**config.mk**
```make
export PLATFORM = sky130hd
export DESIGN_NAME = timer_x_channel
export DESIGN_NICKNAME = d
export VERILOG_FILES = /design/src/timer_x_pkg.sv /design/src/pin_sync.sv /design/src/prescaler.sv /design/src/timer_x_channel.sv
export VERILOG_INCLUDE_DIRS = /design/src
export SDC_FILE = /design/constraint.sdc
export NUM_CORES = 1
export LEC_CHECK = 0
export BUFFER_PORTS_ARGS = -buffer_cell sky130_fd_sc_hd__buf_4
export CAP_MARGIN = 0
export CORE_UTILIZATION = 50
export CTS_CLUSTER_SIZE = 28
export DETAILED_ROUTE_END_ITERATION = 16
export PLACE_DENSITY = 0.85
export RECOVER_POWER = 100
export SETUP_SLACK_MARGIN = 0.1
export SYNTH_ARGS = -nofsm -noshare
export SYNTH_HDL_FRONTEND = slang
export SYNTH_SLANG_ARGS = --single-unit
```
**constraint.sdc**
```tcl
create_clock -name core_clk_in -period 3.5 [get_ports core_clk_in]
set_clock_uncertainty 0.15 [all_clocks]
set_input_delay 0.7 -clock core_clk_in [delete_from_list [all_inputs] [get_ports core_clk_in]]
set_output_delay 0.7 -clock core_clk_in [all_outputs]
set_load 0.02 [all_outputs]
```
**src/timer_x_regs.svh**
```systemverilog
// register offsets, field positions and reset values of the interval/event timer channel
`ifndef TIMER_X_REGS_SVH
`define TIMER_X_REGS_SVH
`define TMR_COUNT_OFS 12'h000
`define TMR_MODE_OFS 12'h004
`define TMR_START_OFS 12'h008
`define TMR_PORT_OFS 12'h00C
`define TMR_STATUS_OFS 12'h010
`define TMR_SEL_OFS 12'h014
`define MODE_OP_LSB 0
`define MODE_OP_MSB 1
`define MODE_OPT_LSB 2
`define MODE_OPT_MSB 3
`define MODE_GLVL_BIT 4
`define MODE_EDGE_LSB 4
`define MODE_EDGE_MSB 5
`define MODE_CKS_LSB 6
`define MODE_CKS_MSB 7
`define SEL_FREE_BIT 1
`define MODE_SRC_LSB 6
`define MODE_SRC_MSB 7
`define SEL_EXTSRC_BIT 0
`define MODE_RST 8'h00
`define COUNT_RST 16'hFFFF
`define DIV8_LAST 3'h7
`define DIV32_LAST 5'h1F
`define SUB_DIV32_LAST 5'h1F
`endif

```
**src/timer_x_pkg.sv**
```systemverilog
// types shared by the interval/event timer channel
`default_nettype none
package timer_x_pkg;
	typedef enum logic [1:0] {
		OP_TIMER = 2'h0,
		OP_EVENT = 2'h1
	} op_mode_e;
	typedef enum logic [1:0] {
		PIN_PORT = 2'h0,
		PIN_PULSE = 2'h1,
		PIN_GATE = 2'h2,
		PIN_SRC = 2'h3
	} pin_fn_e;
	typedef enum logic [1:0] {
		EDGE_FALL = 2'h0,
		EDGE_RISE = 2'h1,
		EDGE_BOTH = 2'h2
	} edge_sel_e;
	typedef enum logic [2:0] {
		APB_IDLE = 3'b001,
		APB_SETUP = 3'b010,
		APB_ACCESS = 3'b100
	} apb_state_e;
endpackage : timer_x_pkg
`default_nettype wire

```
**src/pin_sync.sv**
```systemverilog
// two-stage synchroniser with edge detection on the settled level
`default_nettype none
module pin_sync
	import timer_x_pkg::*;
(
	input wire logic core_clk_in,
	input wire logic rst_in,
	input wire logic async_in,
	output logic level_out,
	output logic rise_out,
	output logic fall_out
);
	typedef struct packed {
		logic meta;
		logic sync;
		logic prev;
	} sync_s;
	sync_s state_ff;
	sync_s nxt_state;
	always_comb begin
		nxt_state = state_ff;
		nxt_state.meta = async_in;
		nxt_state.sync = state_ff.meta;
		nxt_state.prev = state_ff.sync;
	end
	always_ff @(posedge core_clk_in) begin
		if (rst_in) begin
			state_ff <= '0;
		end else begin
			state_ff <= nxt_state;
		end
	end
	assign level_out = state_ff.sync;
	assign rise_out = state_ff.sync & ~state_ff.prev;
	assign fall_out = ~state_ff.sync & state_ff.prev;
endmodule : pin_sync
`default_nettype wire

```
**src/prescaler.sv**
```systemverilog
// internal count source dividers: system clock, /8, /32 and subclock /32
`default_nettype none
`include "timer_x_regs.svh"
module prescaler
	import timer_x_pkg::*;
(
	input wire logic core_clk_in,
	input wire logic rst_in,
	input wire logic subclk_tick_in,
	input wire logic [1:0] sel_in,
	output logic tick_out
);
	typedef struct packed {
		logic [2:0] div8;
		logic [4:0] div32;
		logic [4:0] sub32;
	} pre_s;
	pre_s state_ff;
	pre_s nxt_state;
	logic t8;
	logic t32;
	logic tsub;
	always_comb begin
		nxt_state = state_ff;
		nxt_state.div8 = state_ff.div8 + 3'h1;
		nxt_state.div32 = state_ff.div32 + 5'h01;
		if (subclk_tick_in) begin
			nxt_state.sub32 = state_ff.sub32 + 5'h01;
		end
	end
	always_ff @(posedge core_clk_in) begin
		if (rst_in) begin
			state_ff <= '0;
		end else begin
			state_ff <= nxt_state;
		end
	end
	assign t8 = (state_ff.div8 == `DIV8_LAST);
	assign t32 = (state_ff.div32 == `DIV32_LAST);
	assign tsub = subclk_tick_in && (state_ff.sub32 == `SUB_DIV32_LAST);
	always_comb begin
		case (sel_in)
			2'h0: tick_out = 1'b1;
			2'h1: tick_out = t8;
			2'h2: tick_out = t32;
			2'h3: tick_out = tsub;
			default: tick_out = 1'b0;
		endcase
	end
endmodule : prescaler
`default_nettype wire

```
**src/timer_x_channel.sv**
```systemverilog
// interval timer / event counter channel with APB register access
// Operation
// - interval mode counts one of four software-selected prescaled internal clocks.
// - counter counts down; on underflow reloads from reload register, keeps counting.
// - value n gives one underflow every n+1 counted events.
// - counting runs while start flag is 1, halts when cleared to 0.
// - every underflow raises the interrupt request in both modes.
// - reading count register returns the present counter value.
// - write while stopped loads both reload register and counter.
// - write while counting loads reload register only, used at next reload.
// - gate option lets pin level enable or suspend counting.
// - pulse output option inverts pin output at every underflow.
// - interval mode pin is port, gate input or pulse output.
// - event mode may count pin edges, edge chosen by software.
// - event mode may count other timers' overflows, source chosen by software.
// - free-run option in event mode wraps without reloading at underflow.
// - event mode pin is port, count source input or pulse output.
// - two lowest mode register bits select the operating mode.
//
// Register access over APB and the register offsets are this design's own decisions.
`default_nettype none
`include "timer_x_regs.svh"
module timer_x_channel
	import timer_x_pkg::*;
(
	input wire logic core_clk_in,
	input wire logic rst_in,
	input wire logic psel,
	input wire logic penable,
	input wire logic pwrite,
	input wire logic [11:0] paddr,
	input wire logic [31:0] pwdata,
	output logic [31:0] prdata,
	output logic pready,
	output logic pslverr,
	input wire logic subclk_tick_in,
	input wire logic second_b_timer_ovf_in,
	input wire logic first_a_timer_ovf_in,
	input wire logic other_x_timer_ovf_in,
	input wire logic channel_io_pin_in,
	output logic channel_io_pin_out,
	output logic channel_io_pin_oe_out,
	output logic irq_out,
	output logic underflow_out
);
	typedef struct packed {
		logic [15:0] counter;
		logic [15:0] reload;
		logic [7:0] mode;
		logic start;
		logic port_dir;
		logic port_data;
		logic pulse;
		logic irq;
		logic ext_src;
		logic free_run;
		logic [31:0] rdata;
	} chan_s;
	chan_s state_ff;
	chan_s nxt_state;
	logic pin_level;
	logic pin_rise;
	logic pin_fall;
	logic int_tick;
	op_mode_e op;
	pin_fn_e pin_fn;
	edge_sel_e edge_sel;
	logic pin_edge;
	logic ovf_src;
	logic src_evt;
	logic gate_ok;
	logic count_evt;
	logic underflow;
	logic wr_acc;
	logic rd_acc;
	logic addr_ok;
	pin_sync u_pin_sync (
		.core_clk_in(core_clk_in),
		.rst_in(rst_in),
		.async_in(channel_io_pin_in),
		.level_out(pin_level),
		.rise_out(pin_rise),
		.fall_out(pin_fall)
	);
	prescaler u_prescaler (
		.core_clk_in(core_clk_in),
		.rst_in(rst_in),
		.subclk_tick_in(subclk_tick_in),
		.sel_in(state_ff.mode[`MODE_CKS_MSB:`MODE_CKS_LSB]),
		.tick_out(int_tick)
	);
	assign op = op_mode_e'(state_ff.mode[`MODE_OP_MSB:`MODE_OP_LSB]);
	assign pin_fn = pin_fn_e'(state_ff.mode[`MODE_OPT_MSB:`MODE_OPT_LSB]);
	assign edge_sel = edge_sel_e'(state_ff.mode[`MODE_EDGE_MSB:`MODE_EDGE_LSB]);
	always_comb begin
		case (edge_sel)
			EDGE_FALL: pin_edge = pin_fall;
			EDGE_RISE: pin_edge = pin_rise;
			EDGE_BOTH: pin_edge = pin_rise | pin_fall;
			default: pin_edge = 1'b0;
		endcase
	end
	always_comb begin
		case (state_ff.mode[`MODE_SRC_MSB:`MODE_SRC_LSB])
			2'h0: ovf_src = second_b_timer_ovf_in;
			2'h1: ovf_src = first_a_timer_ovf_in;
			2'h2: ovf_src = other_x_timer_ovf_in;
			default: ovf_src = 1'b0;
		endcase
	end
	always_comb begin
		gate_ok = 1'b1;
		src_evt = 1'b0;
		case (op)
			OP_TIMER: begin
				src_evt = int_tick;
				if (pin_fn == PIN_GATE) begin
					gate_ok = (pin_level == state_ff.mode[`MODE_GLVL_BIT]);
				end
			end
			OP_EVENT: begin
				// edge counting only when the pin is assigned as count input
				if (state_ff.ext_src) begin
					src_evt = (pin_fn == PIN_SRC) & pin_edge;
				end else begin
					src_evt = ovf_src;
				end
			end
			default: begin
				src_evt = 1'b0;
			end
		endcase
	end
	assign count_evt = state_ff.start & gate_ok & src_evt;
	assign underflow = count_evt & (state_ff.counter == 16'h0000);
	assign addr_ok = (paddr == `TMR_COUNT_OFS) || (paddr == `TMR_MODE_OFS) ||
		(paddr == `TMR_START_OFS) || (paddr == `TMR_PORT_OFS) ||
		(paddr == `TMR_STATUS_OFS) || (paddr == `TMR_SEL_OFS);
	assign wr_acc = psel & penable & pwrite & addr_ok;
	assign rd_acc = psel & ~penable & ~pwrite;
	always_comb begin
		nxt_state = state_ff;
		if (count_evt) begin
			if (underflow) begin
				if ((op == OP_EVENT) && state_ff.free_run) begin
					nxt_state.counter = 16'hFFFF;
				end else begin
					nxt_state.counter = state_ff.reload;
				end
			end else begin
				nxt_state.counter = state_ff.counter - 16'h0001;
			end
		end
		if (underflow && (pin_fn == PIN_PULSE)) begin
			nxt_state.pulse = ~state_ff.pulse;
		end
		if (wr_acc) begin
			case (paddr)
				`TMR_COUNT_OFS: begin
					nxt_state.reload = pwdata[15:0];
					if (!state_ff.start) begin
						nxt_state.counter = pwdata[15:0];
					end
				end
				`TMR_MODE_OFS: nxt_state.mode = pwdata[7:0];
				`TMR_START_OFS: nxt_state.start = pwdata[0];
				`TMR_PORT_OFS: begin
					nxt_state.port_data = pwdata[0];
					nxt_state.port_dir = pwdata[1];
				end
				`TMR_STATUS_OFS: begin
					if (pwdata[0]) begin
						nxt_state.irq = 1'b0;
					end
				end
				`TMR_SEL_OFS: begin
					nxt_state.ext_src = pwdata[`SEL_EXTSRC_BIT];
					nxt_state.free_run = pwdata[`SEL_FREE_BIT];
				end
				default: nxt_state.mode = state_ff.mode;
			endcase
		end
		// a new underflow wins over a clear in the same cycle
		if (underflow) begin
			nxt_state.irq = 1'b1;
		end
		if (rd_acc) begin
			case (paddr)
				`TMR_COUNT_OFS: nxt_state.rdata = {16'h0000, state_ff.counter};
				`TMR_MODE_OFS: nxt_state.rdata = {24'h000000, state_ff.mode};
				`TMR_START_OFS: nxt_state.rdata = {31'h00000000, state_ff.start};
				`TMR_PORT_OFS: nxt_state.rdata = {29'h00000000, pin_level,
					state_ff.port_dir, state_ff.port_data};
				`TMR_STATUS_OFS: nxt_state.rdata = {30'h00000000, state_ff.pulse,
					state_ff.irq};
				`TMR_SEL_OFS: nxt_state.rdata = {30'h00000000, state_ff.free_run, state_ff.ext_src};
				default: nxt_state.rdata = 32'h00000000;
			endcase
		end
	end
	always_ff @(posedge core_clk_in) begin
		if (rst_in) begin
			state_ff.counter <= `COUNT_RST;
			state_ff.reload <= `COUNT_RST;
			state_ff.mode <= `MODE_RST;
			state_ff.start <= 1'b0;
			state_ff.port_dir <= 1'b0;
			state_ff.port_data <= 1'b0;
			state_ff.pulse <= 1'b0;
			state_ff.irq <= 1'b0;
			state_ff.ext_src <= 1'b0;
			state_ff.free_run <= 1'b0;
			state_ff.rdata <= 32'h00000000;
		end else begin
			state_ff <= nxt_state;
		end
	end
	// single wait-free access phase; unmapped addresses answer with an error
	assign pready = 1'b1;
	assign pslverr = psel & penable & ~addr_ok;
	assign prdata = state_ff.rdata;
	assign irq_out = state_ff.irq;
	assign underflow_out = underflow;
	always_comb begin
		case (pin_fn)
			PIN_PULSE: begin
				channel_io_pin_out = state_ff.pulse;
				channel_io_pin_oe_out = 1'b1;
			end
			PIN_PORT: begin
				channel_io_pin_out = state_ff.port_data;
				channel_io_pin_oe_out = state_ff.port_dir;
			end
			default: begin
				channel_io_pin_out = 1'b0;
				channel_io_pin_oe_out = 1'b0;
			end
		endcase
	end
	AST_RELOAD: assert property (@(posedge core_clk_in) disable iff (rst_in)
		underflow && !(op == OP_EVENT && state_ff.free_run) && !wr_acc
		|=> state_ff.counter == $past(state_ff.reload))
		else $error("counter did not reload on underflow");
	AST_DOWN: assert property (@(posedge core_clk_in) disable iff (rst_in)
		count_evt && !underflow && !wr_acc |=> state_ff.counter == $past(state_ff.counter) - 16'h0001)
		else $error("counter did not step down");
	AST_HALT: assert property (@(posedge core_clk_in) disable iff (rst_in)
		!state_ff.start && !wr_acc |=> $stable(state_ff.counter))
		else $error("counter moved while stopped");
	AST_IRQ: assert property (@(posedge core_clk_in) disable iff (rst_in)
		underflow |=> irq_out)
		else $error("underflow did not raise interrupt");
	AST_WR_STOP: assert property (@(posedge core_clk_in) disable iff (rst_in)
		wr_acc && paddr == `TMR_COUNT_OFS && !state_ff.start
		|=> state_ff.counter == $past(pwdata[15:0]) && state_ff.reload == $past(pwdata[15:0]))
		else $error("stopped write did not load counter");
	AST_WR_RUN: assert property (@(posedge core_clk_in) disable iff (rst_in)
		wr_acc && paddr == `TMR_COUNT_OFS && state_ff.start && !count_evt
		|=> $stable(state_ff.counter))
		else $error("running write touched counter");
	AST_GATE: assert property (@(posedge core_clk_in) disable iff (rst_in)
		op == OP_TIMER && pin_fn == PIN_GATE && pin_level != state_ff.mode[`MODE_GLVL_BIT]
		|-> !count_evt)
		else $error("counted with gate closed");
	AST_TOGGLE: assert property (@(posedge core_clk_in) disable iff (rst_in)
		underflow && pin_fn == PIN_PULSE |=> state_ff.pulse != $past(state_ff.pulse))
		else $error("pulse output did not toggle");
	AST_FREE: assert property (@(posedge core_clk_in) disable iff (rst_in)
		underflow && op == OP_EVENT && state_ff.free_run && !wr_acc
		|=> state_ff.counter == 16'hFFFF)
		else $error("free-run counter did not wrap");
	// count sources, pin functions and register access
	AST_SRC_TIMER: assert property (@(posedge core_clk_in) disable iff (rst_in)
		op == OP_TIMER && state_ff.start && pin_fn != PIN_GATE
		|-> count_evt == int_tick)
		else $error("timer mode ignored its prescaled source");
	AST_READ: assert property (@(posedge core_clk_in) disable iff (rst_in)
		rd_acc && paddr == `TMR_COUNT_OFS
		|=> prdata == {16'h0000, $past(state_ff.counter)})
		else $error("count read did not return the counter");
	AST_WR_RUN_RELOAD: assert property (@(posedge core_clk_in) disable iff (rst_in)
		wr_acc && paddr == `TMR_COUNT_OFS && state_ff.start
		|=> state_ff.reload == $past(pwdata[15:0]))
		else $error("running write missed the reload register");
	AST_PIN_PULSE: assert property (@(posedge core_clk_in) disable iff (rst_in)
		pin_fn == PIN_PULSE
		|-> channel_io_pin_oe_out && channel_io_pin_out == state_ff.pulse)
		else $error("pulse level not driven on the pin");
	AST_PIN_PORT: assert property (@(posedge core_clk_in) disable iff (rst_in)
		pin_fn == PIN_PORT |-> channel_io_pin_oe_out == state_ff.port_dir
		&& channel_io_pin_out == state_ff.port_data)
		else $error("port function not on the pin");
	AST_PIN_INPUT: assert property (@(posedge core_clk_in) disable iff (rst_in)
		pin_fn == PIN_GATE || pin_fn == PIN_SRC
		|-> !channel_io_pin_oe_out)
		else $error("pin driven while used as an input");
	AST_EDGE_RISE: assert property (@(posedge core_clk_in) disable iff (rst_in)
		op == OP_EVENT && state_ff.ext_src && pin_fn == PIN_SRC && state_ff.start
		&& edge_sel == EDGE_RISE |-> count_evt == $rose(pin_level))
		else $error("rising pin edge not counted");
	AST_EDGE_FALL: assert property (@(posedge core_clk_in) disable iff (rst_in)
		op == OP_EVENT && state_ff.ext_src && pin_fn == PIN_SRC && state_ff.start
		&& edge_sel == EDGE_FALL |-> count_evt == $fell(pin_level))
		else $error("falling pin edge not counted");
	AST_OVF_A: assert property (@(posedge core_clk_in) disable iff (rst_in)
		op == OP_EVENT && !state_ff.ext_src && state_ff.start &&
		state_ff.mode[`MODE_SRC_MSB:`MODE_SRC_LSB] == 2'h1 |-> count_evt == first_a_timer_ovf_in)
		else $error("first timer overflow not counted");
	AST_OVF_B: assert property (@(posedge core_clk_in) disable iff (rst_in)
		op == OP_EVENT && !state_ff.ext_src && state_ff.start &&
		state_ff.mode[`MODE_SRC_MSB:`MODE_SRC_LSB] == 2'h0 |-> count_evt == second_b_timer_ovf_in)
		else $error("second timer overflow not counted");
	AST_NO_PIN_EVT: assert property (@(posedge core_clk_in) disable iff (rst_in)
		op == OP_EVENT && state_ff.ext_src && pin_fn != PIN_SRC
		|-> !count_evt)
		else $error("pin edges counted without the count input function");
	AST_MODE_IDLE: assert property (@(posedge core_clk_in) disable iff (rst_in)
		op != OP_TIMER && op != OP_EVENT
		|-> !count_evt)
		else $error("undefined operating mode counted");
	AST_SYNC: assert property (@(posedge core_clk_in) disable iff (rst_in)
		!$past(rst_in) && !$past(rst_in, 2)
		|-> pin_level == $past(channel_io_pin_in, 2))
		else $error("pin level not two stages behind the pin");
	AST_GATE_OPEN: assert property (@(posedge core_clk_in) disable iff (rst_in)
		op == OP_TIMER && pin_fn == PIN_GATE && state_ff.start
		&& pin_level == state_ff.mode[`MODE_GLVL_BIT] |-> count_evt == int_tick)
		else $error("open gate did not pass the count source");
	AST_IRQ_HOLD: assert property (@(posedge core_clk_in) disable iff (rst_in)
		irq_out && !(wr_acc && paddr == `TMR_STATUS_OFS && pwdata[0])
		|=> irq_out)
		else $error("interrupt request dropped without a clear");
	AST_START: assert property (@(posedge core_clk_in) disable iff (rst_in)
		wr_acc && paddr == `TMR_START_OFS
		|=> state_ff.start == $past(pwdata[0]))
		else $error("start flag write lost");
	AST_PULSE_HOLD: assert property (@(posedge core_clk_in) disable iff (rst_in)
		!underflow
		|=> $stable(state_ff.pulse))
		else $error("pulse level moved without an underflow");
	AST_RDATA_HOLD: assert property (@(posedge core_clk_in) disable iff (rst_in)
		!rd_acc
		|=> $stable(prdata))
		else $error("read data changed outside a read setup");
endmodule : timer_x_channel
`default_nettype wire

```
==> results_dict.tcl, run 1 <==
set metrics [dict create \
    status "complete, but fails checks" \
    violations "capacitance limit, slew limit" \
    ys_ff_latch 79 \
    drtAntennaViolNets 0 \
    globalRouteOverflowTotal 0 \
    portBuffers 58 \
    num_rows 32 \
    root_buffer "clkbuf_8" \
    grtUsageTotal_pct 23.18 \
    hp-start "u_pin_sync.nxt_state[1]" \
    hold_path_class "reg -> reg" \
    synth.distinct_cells 55 \
    cp_slowest_cell "dfxtp_1" \
    numCtsBuffers 9 \
    ys_warn_count 0 \
    grt_pass1_vias 3280 \
    diodes 0 \
    hold_violations 0 \
    cts.sinks 79 \
    setup_ws_ps 354.9 \
    die_w_um 92.70 \
    htree_levels 3 \
    clk_latency_ps 350 \
    io_pins 92 \
    viasPerCell 5.771 \
    synthToLayoutAreaGrowth_pct 10.34 \
    antenna_found_initial 0 \
    grt_max_degree 81 \
    stdcell_count 615 \
    relSlewSlack_pct -4.137 \
    core_area_um2 7848 \
    finalSetupViolCount 0 \
    power_density_nw_per_um2 384.9 \
    period_share_pct 89.86 \
    cts.reportedPaths.clkPinSlew_ps 80 \
    initial_core_util_pct 52.41 \
    path_cells "ha_1, and3_1, ha_1, nor2_1, a311oi_1, nand3_1, or2_4, nor2_1, buf_4" \
    routed-via-count 3549 \
    avgSynthCellArea_um2 8.658 \
    ir_worst_vdd_uv 222.3 \
    max_cap_viol_count 1 \
    synth_top_area_share_pct 38.45 \
    finalSetupTns_ps 0 \
    synthFlopType "dfxtp_1" \
    synth_edf_count 0 \
    synthArstFlopShare_pct 0 \
    crit_path_start "u_prescaler.state_ff[5]" \
    nNetsFinal 571 \
    synthesis.area_um2 4113 \
    dieHeight_um 92.70 \
    postLayoutCoreUtil_pct 57.83 \
    slew_violations 81 \
    firstDrtPassIters 6 \
    grt_pass1_wl_mm 15.64 \
    wire_per_inst_um 15.50 \
    cp_max_fo 12 \
    timing.fmax_ghz 0.3180 \
    place_ws_ps 515.4 \
    startpoint_type "flop" \
    drive_gt1_share_pct 14.04 \
    place_inst 599 \
    cts_buffer_depth 2 \
    r2r_start "state_ff[69]" \
    critPathBufInv 1 \
    worstSetupPathType "reg -> out" \
    cts_tree "done" \
    worstPathRequired_ps 2650 \
    wirelength_mm 9.530 \
    routabilityCongestion 0.8664 \
    post-route-min-period_ps 3145 \
    ctsHoldBuffers 0 \
    fin_area_um2 4538 \
    leakagePower_nw 1.683 \
    worst_slew_pin_slew_ps 1562 \
    arrival_ps 2300 \
    end_kind "output port" \
    die_area_um2 8592 \
    yosysSeqAreaShare_pct 38.45 \
    synth_area_leaders "dfxtp_1 (38%), buf_4 (6.0%), nor2_1 (5.7%)" \
    rsz0062_at_grt "no" \
    slowest_delay_ps 360 \
    drc 0 \
    synth_largest_area_cell "dfxtp_1" \
    hpwl_mm 6.637 \
    placed_cell_area_um2 4453 \
    syn_inst 475 \
    drt_iter0_markers 384 \
    critical-path-top-delay-family "simple AND/OR/NAND/NOR gates" \
]
==> path summary, 6_finish.rpt <==
| check | cells after the start | to | slack [ps] |
|---|---|---|---|
| max | 9 | underflow_out | 350 |
| min reg2reg | 1 | u_pin_sync.level_out | 290 |
| min | 1 | u_pin_sync.level_out | 290 |
| max reg2reg | 6 | state_ff[77] | 380 |
==> area by class of cell <==
| type | instances | area, µm² |
|---|---|---|
| clock inverter | 5 | 63.81 |
| fill | 707 | 3309 |
| inverter | 11 | 41.29 |
| timing repair buffer | 68 | 419.2 |
| tap | 102 | 127.6 |
| multi-input combinational | 339 | 2153 |
| sequential | 79 | 1582 |
| clock buffer | 11 | 151.4 |
==> cell usage after synthesis, types with 3 or more instances <==
cell	count
nand4_1	3
ha_1	9
nor2_1	63
xor2_1	6
a31oi_1	11
o21ai_0	14
o311ai_0	4
or4_1	4
xnor2_1	6
or3_1	3
nand2_1	23
buf_1	5
buf_4	33
o211ai_1	7
nor4b_1	3
inv_1	11
and3_1	5
clkbuf_1	20
dfxtp_1	79
nor4_1	6
nor3_1	19
nor2b_1	25
a21oi_1	13
a22oi_1	13
mux2i_1	19
a211o_1	16
mux2_2	4
nand3_1	14
==> flip-flops by register name, summed over array words and instances (netlist names) <==
| signal | cells |
|---|---|
| edge_sel | 2 |
| u_pin_sync.state_ff | 1 |
| op | 2 |
| prdata | 16 |
| u_pin_sync.nxt_state | 1 |
| u_pin_sync.level_out | 1 |
| irq_out | 1 |
| pin_fn | 2 |
| u_prescaler.state_ff | 13 |
| state_ff | 40 |
==> metal layers <==
layer | global-route usage [%] | vias to the layer above | part of all wire, %
met3 | 3.777 | 16 | 7.0
li1 | - | 1718 | -
met2 | 37.90 | 171 | 47
met1 | 30.21 | 1644 | 44
met5 | 0 | - | 0
met4 | 10.00 | 0 | 2.1
==> placed cells by master (no fill, tap or decap), types with 3 or more instances in the layout <==
cell type	count
nand2_1	23
nand3_1	14
clkbuf_8	11
o311ai_0	4
dfxtp_1	79
a22oi_1	13
o211ai_1	7
ha_1	9
buf_4	42
inv_1	11
xnor2_1	6
nand4_1	3
a31oi_1	11
clkbuf_1	23
a211o_1	16
mux2_2	4
o21ai_0	15
nor3_1	19
nor2_1	62
or3_1	4
nor2b_1	25
xor2_1	6
or4_1	5
and3_1	5
mux2i_1	19
a21oi_1	13
nor4_1	6
conb_1	17
nor4b_1	3
==> cell families after synthesis <==
logic type / Yosys count / share of synthesized area [%]
and+or+nand+nor: 183 / 22.85
AOI/OAI and AO/OA: 93 / 16.58
DFF: 79 / 38.45
buffers and inverters: 72 / 9.827
muxes: 25 / 6.815
xor gates and xnor gates: 12 / 2.556
adders and majority gates: 9 / 2.738
other: 2 / 0.1826
==> report_power, final <==
group | switching, mW | internal (mW)
Clock | 0.342 | 0.373
Combinational | 0.0698 | 0.0481
Sequential | 0.00617 | 0.908
Total | 0.418 | 1.33
==> metrics by stage <==
stage | hold WS (ps) | total power [mW]
6_report | 288.9 | 1.747
2_1_floorplan | 249.2 | 1.016
3_5_place_dp | 277.0 | 1.053
5_1_grt | 308.3 | 1.807
3_3_place_gp | 257.5 | 1.049
4_1_cts | 295.0 | 1.755
==> timing repair <==
item / in CTS / in global routing
setup buffers: 0 / 0
endpoints found under the hold margin: 0 / 0
endpoints found under the setup margin: 0 / 1
resized for setup: 0 / 1
No activity file was read; power rests on OpenSTA's default activity.
==> inputs of run 2 (changes only) <==
--- a/constraint.sdc
+++ b/constraint.sdc
@@ -4,2 +4,2 @@
 set_output_delay 0.7 -clock core_clk_in [all_outputs]
-set_load 0.02 [all_outputs]
+set_load 0.01 [all_outputs]
==> results_dict.tcl, run 2 (synthesis results as in run 1) <==
set metrics [dict create \
    status "complete, but fails checks" \
    violations "capacitance limit, slew limit" \
    hold_path_class "reg -> reg" \
    setup_ws_ps 244.5 \
    initial_core_util_pct 52.41 \
    grtUsageTotal_pct 23.92 \
    grt_pass1_wl_mm 16.16 \
    timing.rr.end "state_ff[77]" \
    final_common_cell "dfxtp_1" \
    fillCellCount 705 \
    largest-register "state_ff" \
    post-route-min-period_ps 3255 \
    core_area_um2 7848 \
    clk_latency_ps 370 \
    grt_max_degree 81 \
    critical-path-top-delay-family "simple AND/OR/NAND/NOR gates" \
    die_area_um2 8592 \
    timing.fmax_ghz 0.3072 \
    wirelength_mm 9.796 \
    slew_violations 81 \
    p_clk_share_pct 37.2 \
    antenna_found_initial 0 \
    relSlewSlack_pct -3.654 \
    firstDrtPassIters 5 \
    root_buffer "clkbuf_8" \
    largest_register_ffs 40 \
    critPathBufInv 1 \
    seq_power_share_pct 56.1 \
    portBuffers 58 \
    leakagePower_nw 1.646 \
    rsz0062_at_grt "no" \
    placed_cell_area_um2 4453 \
    die_w_um 92.70 \
    cts_resized 0 \
    path_cells "ha_1, and3_1, ha_1, nor2_1, a311oi_1, nand3_1, or2_2, nor2_1, clkbuf_1" \
    routed-via-count 3630 \
    ctsHoldBuffers 0 \
    arrival_ps 2410 \
    worstPathRequired_ps 2650 \
    layout_common_cells "dfxtp_1 (79), nor2_1 (62), buf_4 (40), clkbuf_1 (27), nor2b_1 (25)" \
    io_pins 92 \
    cts.reportedPaths.clkPinSlew_ps 80 \
    globalRouteOverflowTotal 0 \
    place_ws_ps 495.2 \
    cp_slowest_cell "or2_2" \
    drt_iter0_markers 457 \
    wire_per_inst_um 15.95 \
    hp-start "u_prescaler.state_ff[10]" \
    share_comb_of_total_power_pct 6.7 \
    ir_worst_vdd_uv 151.3 \
    slowest_delay_ps 430 \
    max_cap_viol_count 1 \
    nNetsFinal 571 \
    cts_tree "done" \
    fin_area_um2 4478 \
    routabilityCongestion 0.8579 \
    hpwl_mm 6.670 \
    cp_max_fo 13 \
    p_int_mw 1.228 \
    worst_slew_pin_slew_ps 1555 \
    cts_buffer_depth 2 \
    power_density_nw_per_um2 363.8 \
    diodes 0 \
    postCtsSetupBuffers 0 \
    end_kind "output port" \
    hold_path_depth 1 \
    worstSetupPathType "reg -> out" \
    synthToLayoutAreaGrowth_pct 8.883 \
    numCtsBuffers 9 \
    viasPerCell 5.912 \
    num_rows 32 \
    hold_violations 0 \
    period_share_pct 93.01 \
    finalSetupViolCount 0 \
    finalSetupTns_ps 0 \
    dieHeight_um 92.70 \
    whs_endpoint "u_prescaler.state_ff[10]" \
    drc 0 \
    drive_gt1_share_pct 13.09 \
    drtAntennaViolNets 0 \
    startpoint_type "flop" \
    rrSetupSlack_ps 320 \
    r2r_start "state_ff[70]" \
    cts.sinks 79 \
    p_sw_mw 0.4009 \
    reg2regPathDepth 6 \
    htree_levels 3 \
    switching_share_pct 24.61 \
    grt_pass1_vias 3360 \
]
run 2: per-stage QoR:
stage	hold WS [ps]	util, %	power (mW)	cells
after floorplan	249.2	-	1.008	490
after global placement	257.5	56.74	1.041	599
after detailed placement	267.7	56.74	1.045	599
after CTS	279.0	58.85	1.632	614
after global routing	306.9	57.06	1.688	614
final	282.5	57.06	1.629	614
run 2: worst reg2reg max path: stages (launching register included):
cell and delay (ps):
dfxtp_1 370, or4_1 650, or3_1 410, or4b_1 780
o21ai_0 270, nor4_1 70, a2111o_1 360
run 2: layout make-up:
type	instances	area, µm²	share of cell area [%]
clock inverter	3	20.02	0.4471
multi-input combinational	339	2151	48.03
tap	102	127.6	2.850
inverter	11	41.29	0.9220
clock buffer	12	145.1	3.241
timing repair buffer	68	411.6	9.193
sequential	79	1582	35.32
run 2: layer usage:
metal	wire length (µm)	track usage [%]	vias up
met2	4537	39.44	162
met3	659	5.911	26
li1	-	-	1722
met5	0	0	-
met1	4363	30.14	1720
met4	236	8.974	0
run 2: how the worst max path moves through the flow:
stage                                  startpoint       endpoint  cells after the start
after floorplan                    subclk_tick_in  underflow_out                      8
after global placement                   paddr[9]   state_ff[74]                      7
after detailed placement                 paddr[9]   state_ff[74]                      7
after CTS                 u_prescaler.state_ff[5]  underflow_out                      9
after global routing      u_prescaler.state_ff[5]  underflow_out                      9
final                     u_prescaler.state_ff[5]  underflow_out                      9
run 2: power groups by stage:
stage / logic, mW / clock network [mW] / registers [mW]
3_5_place_dp: 0.110 / 0 / 0.935
2_1_floorplan: 0.0741 / 0 / 0.933
5_1_grt: 0.121 / 0.652 / 0.915
4_1_cts: 0.111 / 0.608 / 0.914
3_3_place_gp: 0.106 / 0 / 0.934
6_report: 0.110 / 0.605 / 0.914
==> inputs of run 3 (changes only) <==
--- a/config.mk
+++ b/config.mk
@@ -8,2 +8,3 @@
 export LEC_CHECK = 0
+export ABC_AREA = 1
 export BUFFER_PORTS_ARGS = -buffer_cell sky130_fd_sc_hd__buf_4
@@ -13,3 +14,3 @@
 export DETAILED_ROUTE_END_ITERATION = 16
-export PLACE_DENSITY = 0.85
+export PLACE_DENSITY = 0.83
 export RECOVER_POWER = 100
==> constraint.sdc (replaced) <==
create_clock -name core_clk_in -period 3.5 [get_ports core_clk_in]
set_clock_uncertainty 0.15 [all_clocks]
set_input_delay 0 -clock core_clk_in [delete_from_list [all_inputs] [get_ports core_clk_in]]
set_output_delay 0 -clock core_clk_in [all_outputs]
set_load 0.01 [all_outputs]
==> results_dict.tcl, run 3 <==
set metrics [dict create \
    grt_max_degree 43 \
    num_rows 35 \
    yosysSeqAreaShare_pct 33.02 \
    worst_slew_pin_slew_ps 1123 \
    synthesis.area_um2 4790 \
    cts.sinks 79 \
    io_pins 92 \
    switching_share_pct 23.87 \
    whs_endpoint "prdata[7]" \
    drt_iter0_markers 292 \
    hold_violations 0 \
    ir_worst_vdd_uv 222.2 \
    firstDrtPassIters 4 \
    slew_violations 0 \
    arrival_ps 3010 \
    hp-start "psel" \
    r2r_start "u_prescaler.state_ff[1]" \
    die_w_um 99.88 \
    hold_path_class "in -> reg" \
    cp_max_fo 33 \
    drc 0 \
    reg2regPathDepth 13 \
    worstPathRequired_ps 3650 \
    ys_top_cells_by_count "nand2_1 (224), inv_1 (101), dfxtp_1 (79), nor2_1 (67), a21oi_1 (48)" \
    synth_area_leaders "dfxtp_1 (33%), nand2_1 (18%), inv_1 (7.9%)" \
    root_buffer "clkbuf_8" \
    timing.fmax_ghz 0.3498 \
    end_kind "flop" \
    hold_path_depth 6 \
    ys_warn_count 0 \
    largest-register "state_ff" \
    numCtsBuffers 9 \
    synthToLayoutAreaGrowth_pct 14.21 \
    grtUsageTotal_pct 23.69 \
    initial_core_util_pct 51.83 \
    globalRouteOverflowTotal 0 \
    synth_edf_count 0 \
    die_area_um2 9975 \
    power_density_nw_per_um2 331.8 \
    synth_largest_area_cell "dfxtp_1" \
    post-route-min-period_ps 2859 \
    ys_ff_latch 79 \
    syn_inst 741 \
    hpwl_mm 7.720 \
    finalSetupTns_ps 0 \
    grt_pass1_wl_mm 18.80 \
    timing.rr.end "state_ff[78]" \
    routabilityCongestion 0.9040 \
    wirelength_mm 11.44 \
    seq_power_share_pct 50.7 \
    cts_tree "done" \
    synth_top_area_share_pct 33.02 \
    htree_levels 3 \
    worstSetupPathType "in -> reg" \
    final_common_cell "nand2_1" \
    clk_latency_ps 360 \
    synthArstFlopShare_pct 0 \
    routed-via-count 4578 \
    period_share_pct 81.67 \
    stdcell_count 934 \
    p_clk_share_pct 40.8 \
    antenna_found_initial 0 \
    synth.most_common_cell "nand2_1" \
    synthFlopType "dfxtp_1" \
    cts_resized 0 \
    avgSynthCellArea_um2 6.464 \
    grt_pass1_vias 4100 \
    place_inst 891 \
    nNetsFinal 864 \
    synth.distinct_cells 35 \
    startpoint_type "input pin" \
    diodes 0 \
    wire_per_inst_um 12.25 \
    p_sw_mw 0.4333 \
    drtAntennaViolNets 0 \
    finalSetupViolCount 0 \
    rsz0062_at_grt "no" \
    largest_register_ffs 40 \
    portBuffers 58 \
    rrSetupSlack_ps 1160 \
    dieHeight_um 99.88 \
    viasPerCell 4.901 \
    p_int_mw 1.382 \
    status "complete, no violations" \
    cts.reportedPaths.clkPinSlew_ps 80 \
    share_comb_of_total_power_pct 8.5 \
    max_cap_viol_count 0 \
    relSlewSlack_pct 25.04 \
    leakagePower_nw 2.808 \
    drive_gt1_share_pct 9.565 \
    cts_buffer_depth 2 \
    layout_common_cells "nand2_1 (228), inv_1 (102), dfxtp_1 (79), nor2_1 (69), a21oi_1 (48)" \
    core_area_um2 9240 \
]
## run 3: power groups by stage
stage / combinational [mW] / clock (mW) / sequential (mW)
floorplan: 0.0928 / 0 / 0.940
CTS: 0.160 / 0.751 / 0.921
global route: 0.173 / 0.788 / 0.923
detailed placement: 0.136 / 0 / 0.942
finish: 0.154 / 0.740 / 0.921
global placement: 0.134 / 0 / 0.942
## run 3: what timing repair did
action                    4_1_cts  5_1_grt
hold endpoints to repair       77        0
setup buffers                   0        0
hold buffers                   28        0
## run 3: cells by family after synthesis
logic type,Yosys count,synth area share (%)
fa+ha+maj,9,2.351
other cells,2,0.1568
xor+xnor,7,1.280
flops,79,33.02
compound gates,98,10.76
simple gates,384,36.55
buf+inv,162,15.88
## run 3: final cells by class
type / count / area [µm²]
clock buffer: 10 / 127.6
clock inverter: 5 / 83.83
fill: 928 / 3770
inverter: 108 / 405.4
multi-input combinational: 515 / 2455
sequential: 79 / 1582
tap: 129 / 161.4
timing repair buffer: 88 / 655.6
## run 3: critical path, stage by stage
cell	delay, ps
dlygate4sd3_1	540
clkbuf_4	130
nor2_1	250
clkinv_1	150
nor2_1	290
nand3_1	370
nor3_4	210
buf_4	320
a21oi_1	100
o21ai_0	90
dlygate4sd3_1	560
## run 3: through the flow
stage / util (%) / instance area (µm²) / hold WS [ps] / total power, mW / setup slack, ps
2_1_floorplan: - / 4846 / -43.03 / 1.033 / 1541
5_1_grt: 59.20 / 5470 / 116.6 / 1.884 / 459.0
4_1_cts: 60.66 / 5605 / 31.94 / 1.832 / 1037
6_report: 59.20 / 5470 / 79.22 / 1.815 / 641.5
3_3_place_gp: 55.34 / 5114 / 53.10 / 1.076 / 1266
3_5_place_dp: 55.34 / 5114 / 60.10 / 1.078 / 1261
## run 3: worst max path at each step
stage	end	slack, ps	start	cells after the start
after floorplan	state_ff[35]	1540	u_prescaler.state_ff[1]	12
after global placement	state_ff[63]	1270	u_prescaler.state_ff[1]	11
after detailed placement	state_ff[63]	1260	u_prescaler.state_ff[1]	11
after CTS	underflow_out	1040	u_prescaler.state_ff[1]	11
after global routing	pin_fn[1]	460	paddr[0]	13
final	state_ff[61]	640	paddr[0]	11
## run 3: routing by layer
metal  up-vias  wire, µm  track usage (%)  part of all wire, %
li1       2383         -                -                    -
met1      2058      5352            29.99                   47
met2       119      5354            40.27                   47
met3        18       525            4.387                  4.6
met4         0       207            8.484                  1.8
met5         -         0                0                    0
